`src/irq_ctrl_consts.vh`:
```
`ifndef IRQ_CTRL_CONSTS_VH
`define IRQ_CTRL_CONSTS_VH

// ============================================================
// Register offsets on the plain register port.
`define OFS_WAKE_FLAGS    4'h0
`define OFS_WAKE_EDGE     4'h1
`define OFS_REQ_ONE       4'h2
`define OFS_ENABLE_ONE    4'h3
`define OFS_EXT_EDGE      4'h4
`define OFS_EVT_EDGE      4'h5
`define OFS_WAKE_FUNC     4'h6
`define OFS_PORT_FUNC     4'h7
`define OFS_REQ_TWO       4'h8
`define OFS_ENABLE_TWO    4'h9
`define OFS_STATUS        4'ha

// ============================================================
// Field positions.
`define BIT_EXT_A         0
`define BIT_EXT_B         1
`define BIT_EVT           2
`define BIT_WAKE_EN       5
`define BIT_CCR_MASK      7

// ============================================================
// Reset values.
`define RST_BYTE          8'h00
`define RST_PIN_IDLE      1'b1

// ============================================================
// Exception timing in states, one state per clock.
`define T_PUSH            3'd4
`define T_VEC_FETCH       3'd2
`define T_INSN_FETCH      3'd4
`define T_INTERNAL        3'd4
`define PUSH_CCR_SLOT     3'd2

// ============================================================
// Vector addresses.
`define RESET_VEC         16'h0000
`define IRQ_VEC_BASE      16'h0008

`endif

```
`src/pin_edge_detect.v`:
```
`include "irq_ctrl_consts.vh"

module pin_edge_detect #(
  parameter W = 8
) (
  input  wire         mclk,
  input  wire         rst,
  input  wire [W-1:0] pin,
  input  wire [W-1:0] func,
  input  wire [W-1:0] rise_sel,
  input  wire [W-1:0] fall_sel,
  output reg  [W-1:0] edge_hit
);

  // ============================================================
  // Synchroniser and edge detection.
  reg  [W-1:0] sync_a;
  reg  [W-1:0] sync_b;
  reg  [W-1:0] prev;
  wire [W-1:0] gated;

  // A pin not in interrupt use reads idle high, so turning its function on while the pin
  // is low looks like a falling edge, as software is warned.
  assign gated = (sync_b & func) | ~func;

  // Two flops before any logic so one transition gives exactly one hit.
  always @(posedge mclk or posedge rst)
  begin
    if (rst)
    begin
      sync_a   <= {W{`RST_PIN_IDLE}};
      sync_b   <= {W{`RST_PIN_IDLE}};
      prev     <= {W{`RST_PIN_IDLE}};
      edge_hit <= {W{1'b0}};
    end
    else
    begin
      sync_a   <= pin;    // [RULE_22]
      sync_b   <= sync_a; // [RULE_22]
      prev     <= gated;
      edge_hit <= (rise_sel & ~prev & gated) | (fall_sel & prev & ~gated); // [RULE_22]
    end
  end

endmodule

```
`src/request_flag_bank.v`:
```
`include "irq_ctrl_consts.vh"

module request_flag_bank #(
  parameter W = 8
) (
  input  wire         mclk,
  input  wire         rst,
  input  wire [W-1:0] set,
  input  wire         wr,
  input  wire [W-1:0] wdata,
  output reg  [W-1:0] flags
);

  // ============================================================
  // Sticky flags, cleared only by writing zero.
  wire [W-1:0] keep;
  wire [W-1:0] next_flags;

  // Writing one keeps a flag; a set in the clearing cycle wins so no event is lost.
  assign keep       = wr ? wdata : {W{1'b1}};    // [RULE_03]
  assign next_flags = (flags & keep) | set;      // [RULE_02] [RULE_20]

  // Acceptance never touches the flags; only software clears them.
  always @(posedge mclk or posedge rst)
  begin
    if (rst)
      flags <= {W{1'b0}};
    else
      flags <= next_flags;
  end

endmodule

```
`src/wakeup_irq_exception_ctrl.v`:
```
// Decided for this implementation: the plain strobed port and the register addresses.
`include "irq_ctrl_consts.vh"

// Operation
// [RULE_01] A wakeup flag sets when its pin is in wakeup use and its edge arrives.
// [RULE_02] Wakeup flags stay set on acceptance; software clears them by writing zero.
// [RULE_03] Writes to request flags only clear: zero clears, one leaves unchanged.
// [RULE_04] Per-pin wakeup edge bit resets to zero; zero falling, one rising.
// [RULE_05] Eight wakeup pins detect independently but share one vector.
// [RULE_06] One wakeup enable bit gates all eight wakeup requests together.
// [RULE_07] Two external request pins each own a vector and an edge bit.
// [RULE_08] External pin edge in interrupt use sets its flag; enable gates the request.
// [RULE_09] Event-counter pin edge, chosen by two bits, sets its flag when enabled.
// [RULE_10] Outside party holds reset at least ten clocks, longer at power-on.
// [RULE_11] After reset the mask bit is set and PC loads from vector zero.
// [RULE_12] Internal requests set flags and are forwarded only while enabled.
// [RULE_13] A request reaches the controller only while its enable bit is one.
// [RULE_14] Only the highest-priority pending request is presented; others wait.
// [RULE_15] Requests are accepted only while the mask bit is zero.
// [RULE_16] Acceptance follows instruction completion, then PC and CONDITION_CODE_REG are pushed.
// [RULE_17] After the push the mask sets; a CONDITION_CODE_REG reload restores every bit; this block restores only the mask bit, from bit 7.
// [RULE_18] The accepted source's vector is fetched and loaded into PC.
// [RULE_19] Software should clear enables or flags only while masked.
// [RULE_20] A clear colliding with a request still lets the exception follow.
// [RULE_21] Flag to handler takes 1-13 plus 4 push, 2, 4 and 4 states.
// [RULE_22] Pins are synchronised before edge detection so each edge counts once.
module wakeup_irq_exception_ctrl #(
  parameter NPER = 5
) (
  input  wire        mclk,
  input  wire        rst,
  input  wire [3:0]  addr,
  input  wire [7:0]  wdata,
  input  wire        wr,
  input  wire        rd,
  output reg  [7:0]  rdata,
  input  wire [7:0]  wake_pin,
  input  wire        ext_req_pin_a,
  input  wire        ext_req_pin_b,
  input  wire        event_counter_req_pin,
  input  wire [NPER-1:0] periph_event,
  input  wire        insn_done,
  input  wire [15:0] ret_pc,
  input  wire [7:0]  ccr_in,
  input  wire        ccr_load,
  input  wire [7:0]  ccr_load_data,
  input  wire [15:0] vec_data,
  output reg         i_mask,
  output reg         stack_we,
  output reg  [15:0] stack_data,
  output reg         vec_fetch,
  output reg  [15:0] vec_addr,
  output reg         pc_load,
  output reg  [15:0] pc_value,
  output reg         handler_start,
  output wire        busy
);

  // ============================================================
  // Source numbering, lowest index has highest priority.
  localparam NSRC = 4 + NPER;
  localparam [3:0] SRC_EXT_A = 4'h0;
  localparam [3:0] SRC_EXT_B = 4'h1;
  localparam [3:0] SRC_EVT   = 4'h2;
  localparam [3:0] SRC_WAKE  = 4'h3;

  // Sequencer states.
  localparam [2:0] S_RVEC   = 3'd0;
  localparam [2:0] S_IDLE   = 3'd1;
  localparam [2:0] S_PUSH   = 3'd2;
  localparam [2:0] S_VEC    = 3'd3;
  localparam [2:0] S_IFETCH = 3'd4;
  localparam [2:0] S_INT    = 3'd5;

  // ============================================================
  // Fixed priority pick over the gated requests.
  function [3:0] prio_pick;
    input [NSRC-1:0] req;
    integer k;
    begin
      prio_pick = 4'h0;
      for (k = NSRC - 1; k >= 0; k = k - 1)
        if (req[k])
          prio_pick = k[3:0];
    end
  endfunction

  // ============================================================
  // Software-visible control registers.
  reg  [7:0] wakeup_edge_select;
  reg  [7:0] enable_reg_one;
  reg  [7:0] ext_edge_select_reg;
  reg  [7:0] evt_edge_select_reg;
  reg  [7:0] wake_pin_func_reg;
  reg  [7:0] port_func_reg;
  reg  [7:0] enable_reg_two;

  wire wr_wake_flags = wr && (addr == `OFS_WAKE_FLAGS);
  wire wr_req_one    = wr && (addr == `OFS_REQ_ONE);
  wire wr_req_two    = wr && (addr == `OFS_REQ_TWO);

  // Plain read-write registers; the edge selects reset to zero meaning falling.
  always @(posedge mclk or posedge rst)
  begin
    if (rst)
    begin
      wakeup_edge_select  <= `RST_BYTE; // [RULE_04]
      enable_reg_one      <= `RST_BYTE;
      ext_edge_select_reg <= `RST_BYTE;
      evt_edge_select_reg <= `RST_BYTE;
      wake_pin_func_reg   <= `RST_BYTE;
      port_func_reg       <= `RST_BYTE;
      enable_reg_two      <= `RST_BYTE;
    end
    else if (wr)
    begin
      case (addr)
        `OFS_WAKE_EDGE:  wakeup_edge_select  <= wdata;
        `OFS_ENABLE_ONE: enable_reg_one      <= wdata;
        `OFS_EXT_EDGE:   ext_edge_select_reg <= {6'h00, wdata[1:0]};
        `OFS_EVT_EDGE:   evt_edge_select_reg <= {6'h00, wdata[1:0]};
        `OFS_WAKE_FUNC:  wake_pin_func_reg   <= wdata;
        `OFS_PORT_FUNC:  port_func_reg       <= {6'h00, wdata[1:0]};
        `OFS_ENABLE_TWO: enable_reg_two      <= wdata;
        default:         enable_reg_two      <= enable_reg_two;
      endcase
    end
  end

  // ============================================================
  // Edge detection on the wakeup and request pins.
  wire [7:0] wake_hit;
  wire [2:0] pin_hit;
  wire       wake_enable    = enable_reg_one[`BIT_WAKE_EN];
  wire       ext_enable_a   = enable_reg_one[`BIT_EXT_A];
  wire       ext_enable_b   = enable_reg_one[`BIT_EXT_B];
  wire       evt_pin_enable = enable_reg_one[`BIT_EVT];
  wire [1:0] evt_sel        = evt_edge_select_reg[1:0];
  wire       evt_rise       = evt_sel[1] | evt_sel[0];
  wire       evt_fall       = evt_sel[1] | ~evt_sel[0];
  wire [2:0] x_func;
  wire [2:0] x_rise;
  wire [2:0] x_fall;

  // Each wakeup pin has its own detector and edge bit.
  pin_edge_detect #(.W(8)) u_wake_edges (
    .mclk     (mclk),
    .rst      (rst),
    .pin      (wake_pin),
    .func     (wake_pin_func_reg),
    .rise_sel (wakeup_edge_select),      // [RULE_04] [RULE_05]
    .fall_sel (~wakeup_edge_select),     // [RULE_04]
    .edge_hit (wake_hit)
  );

  // The event pin has no function bit; its enable decides whether an edge counts.
  assign x_func = {1'b1, port_func_reg[1:0]};
  assign x_rise = {evt_rise, ext_edge_select_reg[1:0]};  // [RULE_07] [RULE_09]
  assign x_fall = {evt_fall, ~ext_edge_select_reg[1:0]}; // [RULE_07] [RULE_09]

  pin_edge_detect #(.W(3)) u_ext_edges (
    .mclk     (mclk),
    .rst      (rst),
    .pin      ({event_counter_req_pin, ext_req_pin_b, ext_req_pin_a}),
    .func     (x_func),
    .rise_sel (x_rise),
    .fall_sel (x_fall),
    .edge_hit (pin_hit)
  );

  // ============================================================
  // Sticky request flags.
  wire [7:0]      wakeup_request_flags;
  wire [2:0]      request_reg_one;
  wire [NPER-1:0] request_reg_two;
  wire [2:0]      set_one;

  // External pins set their flags regardless of enable; the event pin only when enabled.
  assign set_one = {pin_hit[2] & evt_pin_enable, pin_hit[1:0]}; // [RULE_08] [RULE_09]

  request_flag_bank #(.W(8)) u_wake_flags (
    .mclk  (mclk),
    .rst   (rst),
    .set   (wake_hit),                   // [RULE_01]
    .wr    (wr_wake_flags),              // [RULE_02] [RULE_03]
    .wdata (wdata),
    .flags (wakeup_request_flags)
  );

  request_flag_bank #(.W(3)) u_req_one (
    .mclk  (mclk),
    .rst   (rst),
    .set   (set_one),
    .wr    (wr_req_one),                 // [RULE_03]
    .wdata (wdata[2:0]),
    .flags (request_reg_one)
  );

  request_flag_bank #(.W(NPER)) u_req_two (
    .mclk  (mclk),
    .rst   (rst),
    .set   (periph_event),               // [RULE_12]
    .wr    (wr_req_two),                 // [RULE_03]
    .wdata (wdata[NPER-1:0]),
    .flags (request_reg_two)
  );

  // ============================================================
  // Enable gating and priority selection.
  wire [NSRC-1:0] gated_req;
  wire            req_any;
  wire [3:0]      req_src;

  // Flags stay visible when disabled, but only enabled ones reach the selector.
  assign gated_req = {request_reg_two & enable_reg_two[NPER-1:0],        // [RULE_12] [RULE_13]
                      wake_enable & (|wakeup_request_flags),             // [RULE_05] [RULE_06]
                      request_reg_one[`BIT_EVT] & evt_pin_enable,        // [RULE_13]
                      request_reg_one[`BIT_EXT_B] & ext_enable_b,        // [RULE_08]
                      request_reg_one[`BIT_EXT_A] & ext_enable_a};       // [RULE_08]
  assign req_any   = |gated_req;
  assign req_src   = prio_pick(gated_req);                               // [RULE_14]

  // ============================================================
  // Exception sequencer.
  reg  [2:0]  state;
  reg  [2:0]  next_state;
  reg  [2:0]  cnt;
  reg  [2:0]  next_cnt;
  reg  [3:0]  taken_src;
  reg  [7:0]  saved_ccr;
  wire        accept;
  wire        last;
  reg  [2:0]  span;

  // Acceptance waits for an instruction boundary and an open mask.
  assign accept = (state == S_IDLE) && insn_done && req_any && !i_mask; // [RULE_15] [RULE_16]
  assign busy   = (state != S_IDLE);

  // Length of the current step in states.
  always @*
  begin
    case (state)
      S_PUSH:   span = `T_PUSH;
      S_RVEC:   span = `T_VEC_FETCH;
      S_VEC:    span = `T_VEC_FETCH;
      S_IFETCH: span = `T_INSN_FETCH;
      S_INT:    span = `T_INTERNAL;
      default:  span = 3'd1;
    endcase
  end

  assign last = (cnt == span - 3'd1);

  // Step order: push, vector fetch, instruction fetch, internal, as fixed-length stages.
  always @*
  begin
    next_state = state;
    next_cnt   = cnt;
    case (state)
      S_IDLE:
      begin
        if (accept)
        begin
          next_state = S_PUSH;           // [RULE_16]
          next_cnt   = 3'd0;
        end
      end
      S_RVEC:
      begin
        next_cnt = last ? 3'd0 : cnt + 3'd1;
        if (last)
          next_state = S_IDLE;           // [RULE_11]
      end
      S_PUSH:
      begin
        next_cnt = last ? 3'd0 : cnt + 3'd1;
        if (last)
          next_state = S_VEC;            // [RULE_21]
      end
      S_VEC:
      begin
        next_cnt = last ? 3'd0 : cnt + 3'd1;
        if (last)
          next_state = S_IFETCH;         // [RULE_21]
      end
      S_IFETCH:
      begin
        next_cnt = last ? 3'd0 : cnt + 3'd1;
        if (last)
          next_state = S_INT;            // [RULE_21]
      end
      S_INT:
      begin
        next_cnt = last ? 3'd0 : cnt + 3'd1;
        if (last)
          next_state = S_IDLE;           // [RULE_21]
      end
      default:
      begin
        next_state = S_IDLE;
        next_cnt   = 3'd0;
      end
    endcase
  end

  // State, mask bit and captured source.
  always @(posedge mclk or posedge rst)
  begin
    if (rst)
    begin
      state     <= S_RVEC;               // [RULE_11]
      cnt       <= 3'd0;
      i_mask    <= 1'b1;                 // [RULE_11]
      taken_src <= 4'h0;
      saved_ccr <= 8'h00;
    end
    else
    begin
      state <= next_state;
      cnt   <= next_cnt;
      if (accept)
      begin
        taken_src <= req_src;            // [RULE_14]
        saved_ccr <= {i_mask, ccr_in[6:0]};
      end
      // The mask closes once the push ends; a reload in idle restores only the mask bit, from bit 7.
      if (state == S_PUSH && last)
        i_mask <= 1'b1;                  // [RULE_17]
      else if (ccr_load && state == S_IDLE)
        i_mask <= ccr_load_data[`BIT_CCR_MASK]; // [RULE_17]
    end
  end

  // Bus-side strobes toward the core, all from flops.
  always @(posedge mclk or posedge rst)
  begin
    if (rst)
    begin
      stack_we      <= 1'b0;
      stack_data    <= 16'h0000;
      vec_fetch     <= 1'b0;
      vec_addr      <= `RESET_VEC;
      pc_load       <= 1'b0;
      pc_value      <= 16'h0000;
      handler_start <= 1'b0;
    end
    else
    begin
      stack_we      <= 1'b0;
      vec_fetch     <= 1'b0;
      pc_load       <= 1'b0;
      handler_start <= 1'b0;
      // Return address first, condition codes two states later.
      if (accept)
      begin
        stack_we   <= 1'b1;              // [RULE_16]
        stack_data <= ret_pc;
      end
      else if (state == S_PUSH && next_cnt == `PUSH_CCR_SLOT)
      begin
        stack_we   <= 1'b1;              // [RULE_16]
        stack_data <= {saved_ccr, saved_ccr};
      end
      // Fetch starts as the push ends; reset uses the fixed zero vector.
      if (state == S_PUSH && last)
      begin
        vec_fetch <= 1'b1;               // [RULE_18]
        vec_addr  <= `IRQ_VEC_BASE + {11'h000, taken_src, 1'b0}; // [RULE_05] [RULE_07]
      end
      else if (state == S_RVEC && cnt == 3'd0)
      begin
        vec_fetch <= 1'b1;               // [RULE_11]
        vec_addr  <= `RESET_VEC;
      end
      // Memory drives the vector word only while the fetch strobe stands, so take it then.
      if (vec_fetch)
      begin
        pc_load  <= 1'b1;                // [RULE_11] [RULE_18]
        pc_value <= vec_data;
      end
      if (state == S_INT && last)
        handler_start <= 1'b1;           // [RULE_21]
    end
  end

  // ============================================================
  // Register read port, data one cycle after the strobe.
  always @(posedge mclk or posedge rst)
  begin
    if (rst)
      rdata <= 8'h00;
    else if (rd)
    begin
      case (addr)
        `OFS_WAKE_FLAGS: rdata <= wakeup_request_flags;
        `OFS_WAKE_EDGE:  rdata <= wakeup_edge_select;
        `OFS_REQ_ONE:    rdata <= {5'h00, request_reg_one};
        `OFS_ENABLE_ONE: rdata <= enable_reg_one;
        `OFS_EXT_EDGE:   rdata <= ext_edge_select_reg;
        `OFS_EVT_EDGE:   rdata <= evt_edge_select_reg;
        `OFS_WAKE_FUNC:  rdata <= wake_pin_func_reg;
        `OFS_PORT_FUNC:  rdata <= port_func_reg;
        `OFS_REQ_TWO:    rdata <= {{(8-NPER){1'b0}}, request_reg_two};
        `OFS_ENABLE_TWO: rdata <= enable_reg_two;
        `OFS_STATUS:     rdata <= {busy, i_mask, 3'b000, state};
        default:         rdata <= 8'h00;
      endcase
    end
    else
      rdata <= 8'h00;
  end

endmodule

```
`config.mk`:
```
export PLATFORM = sky130hd
export DESIGN_NAME = wakeup_irq_exception_ctrl
export DESIGN_NICKNAME = d
export VERILOG_FILES = /design/src/pin_edge_detect.v /design/src/request_flag_bank.v /design/src/wakeup_irq_exception_ctrl.v
export VERILOG_INCLUDE_DIRS = /design/src /design/src/src
export SDC_FILE = /design/constraint.sdc
export NUM_CORES = 1
export LEC_CHECK = 0
export BUFFER_PORTS_ARGS = -buffer_cell sky130_fd_sc_hd__clkbuf_2
export CAP_MARGIN = 20
export CORE_UTILIZATION = 50
export DETAILED_ROUTE_END_ITERATION = 7
export MAX_ROUTING_LAYER = met4
export PLACE_DENSITY_LB_ADDON = 0.12
export SLEW_MARGIN = 20
export SYNTH_ARGS = -nofsm -noshare
export SYNTH_HDL_FRONTEND = slang
export SYNTH_HIERARCHICAL = 1
export SYNTH_SLANG_ARGS = --single-unit
```
`constraint.sdc`:
```
create_clock -name mclk -period 10.9 [get_ports mclk]
set_clock_uncertainty 0.2 [all_clocks]
set_input_delay 1.635 -clock mclk [delete_from_list [all_inputs] [get_ports mclk]]
set_output_delay 1.635 -clock mclk [all_outputs]
set_load 0.01 [all_outputs]
```
# == Yosys cells after proc, flatten, opt, wreduce, memory -nomap -nowiden ==
# Index checks and enable logic that the tools add are counted.
# W data, S select, Z words.
# totals
ff_bits,177
inputBits,82
out_inout_bits,62
wordCells,162
# classes
addsub,3
n_eq_ne,23
n_mux,36
bitwise_logic,37
n_reduce_logical,32
# op_table
operator,count
$pmux W8 S11,1
$mux W16,4
$and A8 B8 Y8,6
$mux W4,9
$not A8 Y8,4
$mux W3,8
$or A8 B8 Y8,3
$and A3 B3 Y3,6
$eq A4 B3 Y1 const B,4
$mux W8,2
$pmux W3 S5,1
$reduce_and A2 Y1,7
$eq A4 B4 Y1 const B,3
$pmux W3 S2,2
$logic_and A1 B1 Y1,11
$and A5 B5 Y5,2
$eq A3 B2 Y1 const B,3
$not A3 Y3,3
$or A3 B3 Y3,3
$reduce_or A9 Y1,1
$eq A4 B2 Y1 const B,2
$mux W1,8
$ne A2 B2 Y1 const B,4
$reduce_or A8 Y1,1
other kinds (23),33

# == Longest topological paths before layout ==
# logic_depth
ltp_word,11
ltp_mapped,9
ltp_nobuf,7

# == Modules after synthesis ==
# Netlist, hierarchy kept.
# by_module_without_submodules
module,n_inst,cells_per_inst,area_per_inst_um2,seq_area_each_um2
wakeup_irq_exception_ctrl,1,454,5079.9,2653.8
pin_edge_detect (u_wake_edges),1,65,1104.8,830.8
pin_edge_detect (u_ext_edges),1,25,416.6,311.5
request_flag_bank (u_wake_flags),1,25,314.1,200.2
request_flag_bank (u_req_two),1,16,197.7,125.1
request_flag_bank (u_req_one),1,10,120.1,75.1

# == Worst setup path after synthesis ==
# Ideal clock, no wire load.
# synth_path
path_kind,input -> register
start,input addr[3]
end,register enable_reg_two[0]
setup_ns,0.125
t_arrival_ns,3.024
required_ns,10.575
setup_slack_ns,7.551
cell_stages,5
path_buffers,1
cell_sequence,clkbuf_1 nor2b_1 nand2_1 nor2_1 mux2_2
# synth_between
elab_chain_len,2
# synth_rtl
element,line,rtl
from (decl),wakeup_irq_exception_ctrl.v:32,"input wire [3:0] addr,"
$eq A4 B4 Y1,wakeup_irq_exception_ctrl.v:117,case (addr)
$reduce_and A2 Y1 (no source line),--,
to (signal assigned),wakeup_irq_exception_ctrl.v:113,enable_reg_two <= `RST_BYTE;
to (signal assigned),wakeup_irq_exception_ctrl.v:124,`OFS_ENABLE_TWO: enable_reg_two <= wdata;
to (signal assigned),wakeup_irq_exception_ctrl.v:125,default: enable_reg_two <= enable_reg_two;
to (decl),wakeup_irq_exception_ctrl.v:96,reg [7:0] enable_reg_two;
# Every way passes these cells.
# A chain may end at the register's enable or synchronous reset.

# == Worst setup path in the final report ==
# layout_path
start,input addr[0]
end,register wake_pin_func_reg[5]
# layout_between
elab_chain_len,2
# layout_rtl
element,line,rtl
$eq A4 B3 Y1,wakeup_irq_exception_ctrl.v:117,
$reduce_and A2 Y1 (no source line),--,
to (signal assigned),wakeup_irq_exception_ctrl.v:111,wake_pin_func_reg <= `RST_BYTE;
to (signal assigned),wakeup_irq_exception_ctrl.v:122,`OFS_WAKE_FUNC: wake_pin_func_reg <= wdata;
to (decl),wakeup_irq_exception_ctrl.v:94,reg [7:0] wake_pin_func_reg;
# Every way passes these cells.

==> reports/metrics.csv <==
metric;value;unit
cp-start-kind;primary input;
setup-violations-final;0;
synth_enable_flop_cells;0;
dpl_cell_area;7980;um^2
post_cts_resized;0;
cp-end-kind;register;
grt-ovfl-total;0;
fin_area;8610;um^2
yosysSeqAreaShare;58.0;%
htree_levels;4;
yosysTopAreaCellShare;45.7;%
clkLatencyLatePin;0.42;ns
cts_buffers;17;
min_to;u_wake_edges/sync_b[5];
r2r_start;u_wake_flags/flags[5];
cts_setup_buffers;0;
ys_async_sr_fraction;100;%
hold_path_depth;0;
clk_pin_slew;0.06;ns
syn_area;7230;um^2
io_pins;144;
grt_use_total;22.2;%
top_regs;pc_value (16), stack_data (16);
critPathKind;primary input to register;
vias;4920;
ys_warn_count;6;
drt_wl_total;14900;um
ys.flop_type;dfrtp_1;
cts_tree;built;
gp_congestion;0.885;
drtIter0Drc;309;
drv_cap;0;
min_from;u_wake_edges/sync_a[5];
postRouteAntennaNets;0;
grt_start_max_net_pins;69;
drv_slew;0;
grt_antenna_before_repair;0;
worstPathArrival;3.65;ns
outcome;completed;
tightest_slew;0.845;ns
avgSynthCellArea;12.2;um^2
row_count;43;
cpMaxStageDelayCell;nor3b_1;
ys_top_cells_by_count;dfrtp_1 (132), mux2_2 (56), nand2_1 (42);
max_stage_delay;0.54;ns
fp.dieH;122;um
rr_worst_depth;5;
layout-drive-gt1-share;36.9;%
synth_area_leader_cell;dfrtp_1;
vias_per_cell;5.39;
rsz0062_at_grt;no;
num_antenna_cells;0;
route.detailed.drc;0;
hp-class;register to register;
cts_hold_buf;0;
final_hold_viol_count;0;
max_freq;0.282;GHz
first_pass_iters;5;
p_leak;4.04;nW
critPathMaxFanout;23;
max_slew_margin;43.7;%
num-nets-final;804;
synth_area_leaders;dfrtp_1 (46%), dfstp_2 (12%), mux2_2 (8.7%);
r2r-end;saved_ccr[0];
regToRegSetupSlack;8.09;ns
synth_seq_cells;166;
clockRootBuffer;clkbuf_16;
cts.sinks;166;
dp_hpwl;10700;um
grt_pass1_vias;4750;
path_cells;clkbuf_2 > nand2b_1 > nor3b_1 > nand2_1 > mux2_2;
grt_pass1_wl;24200;um
pwr_density_cell;234;nW/um^2
finalCritPeriodShare;32.5;%
setup_tns;0;ns
synthCells;595;
synth_most_common_cell;dfrtp_1;
dieWidth;122;um
fin_crit;3.55;ns
core_area;14000;um^2
die_area;15000;um^2
areaGrowthSynthToFinish;19.0;%
wl_per_cell;16.3;um
start_util;51.7;%
max-vdd-ir-drop;0.125;mV
synth_cell_types;56;
cts_buffer_depth;2;
required;11.00;ns
io_buffers;124;
## layout make-up
type	count	area, um^2
clock inverters	10	145
clock buffers	22	484
inverters	27	104
fillers	1137	5380
multi-input cells	378	2790
repair buffers	129	658
flip-flops and latches	166	4200
well taps	180	225
## through the flow
step / hold WS [ns] / utilization, % / setup WS, ns / power [mW] / cells
finish: 0.150 / 61.5 / 7.35 / 2.01 / 912
global route: 0.153 / 61.5 / 7.25 / 2.14 / 912
CTS: 0.152 / 61.5 / 7.38 / 2.04 / 912
detailed placement: 0.147 / 57.0 / 6.91 / 1.41 / 880
global placement: 0.145 / 57.0 / 6.95 / 1.39 / 880
floorplan: 0.145 / - / 6.28 / 1.24 / 605
## how the worst max path moves through the flow
stage,start,endpoint,slack (ns),cells after the start
after floorplan,rst,cnt[0],6.28,1
after detailed placement,addr[0],wake_pin_func_reg[5],6.91,5
after CTS,addr[0],wake_pin_func_reg[5],7.38,5
final,addr[0],wake_pin_func_reg[5],7.35,5
after global routing,addr[1],wake_pin_func_reg[7],7.25,5
after global placement,addr[1],wake_pin_func_reg[1],6.95,5
## cell usage in the layout, fill, tap and decap left out, types with 3 or more instances in the layout
| master | instances |
|---|---|
| dfstp_2 | 34 |
| a22o_1 | 10 |
| a31oi_1 | 4 |
| a22oi_1 | 5 |
| nor3_1 | 4 |
| buf_4 | 5 |
| ha_1 | 3 |
| conb_1 | 12 |
| a21oi_1 | 31 |
| clkinv_4 | 4 |
| a21o_1 | 16 |
| clkbuf_2 | 124 |
| clkbuf_16 | 17 |
| o21ai_0 | 9 |
| and2_1 | 4 |
| nor2b_1 | 5 |
| dfrtp_1 | 132 |
| nand2b_1 | 33 |
| mux2_1 | 6 |
| o22ai_1 | 5 |
| or4_1 | 3 |
| inv_1 | 25 |
| nand2b_4 | 11 |
| nand3_1 | 9 |
| nand2_1 | 42 |
| clkbuf_8 | 4 |
| mux2_2 | 56 |
| bufinv_16 | 3 |
| nor3b_1 | 3 |
| nor2_1 | 37 |
| mux2i_1 | 39 |
## routing by layer
layer | track usage, % | routed length [um] | share of wire, % | up-vias
li1 | - | - | - | 2312
met1 | 28.5 | 6750 | 45 | 2413
met2 | 34.4 | 7040 | 47 | 176
met3 | 5.34 | 881 | 5.9 | 19
met4 | 8.16 | 209 | 1.4 | 0
met5 | - | 0 | 0 | -
## worst max-delay path: cells and delay by family
family | cells | cell delay [ns]
buf+inv | 1 | 0.31
mux | 1 | 0.39
simple gates | 3 | 1.31
## report_power, final
part | switching, mW | internal (mW) | leakage [nW]
clock network | 0.232 | 0.386 | 0.303
registers | 0.132 | 0.784 | 1.94
logic | 0.239 | 0.241 | 1.80
total | 0.603 | 1.41 | 4.04
## logic make-up after synthesis
kind of cell / after synthesis / synth area share [%]
AO/OA/AOI/OAI: 100 / 9.50
adder cells (fa/ha/maj): 3 / 0.519
buffers and inverters: 61 / 3.94
flip-flops: 166 / 58.0
multiplexers: 102 / 15.4
other: 2 / 0.104
AND/OR/NAND/NOR: 161 / 12.6
Note: power is estimated with default switching activity, not from simulation.
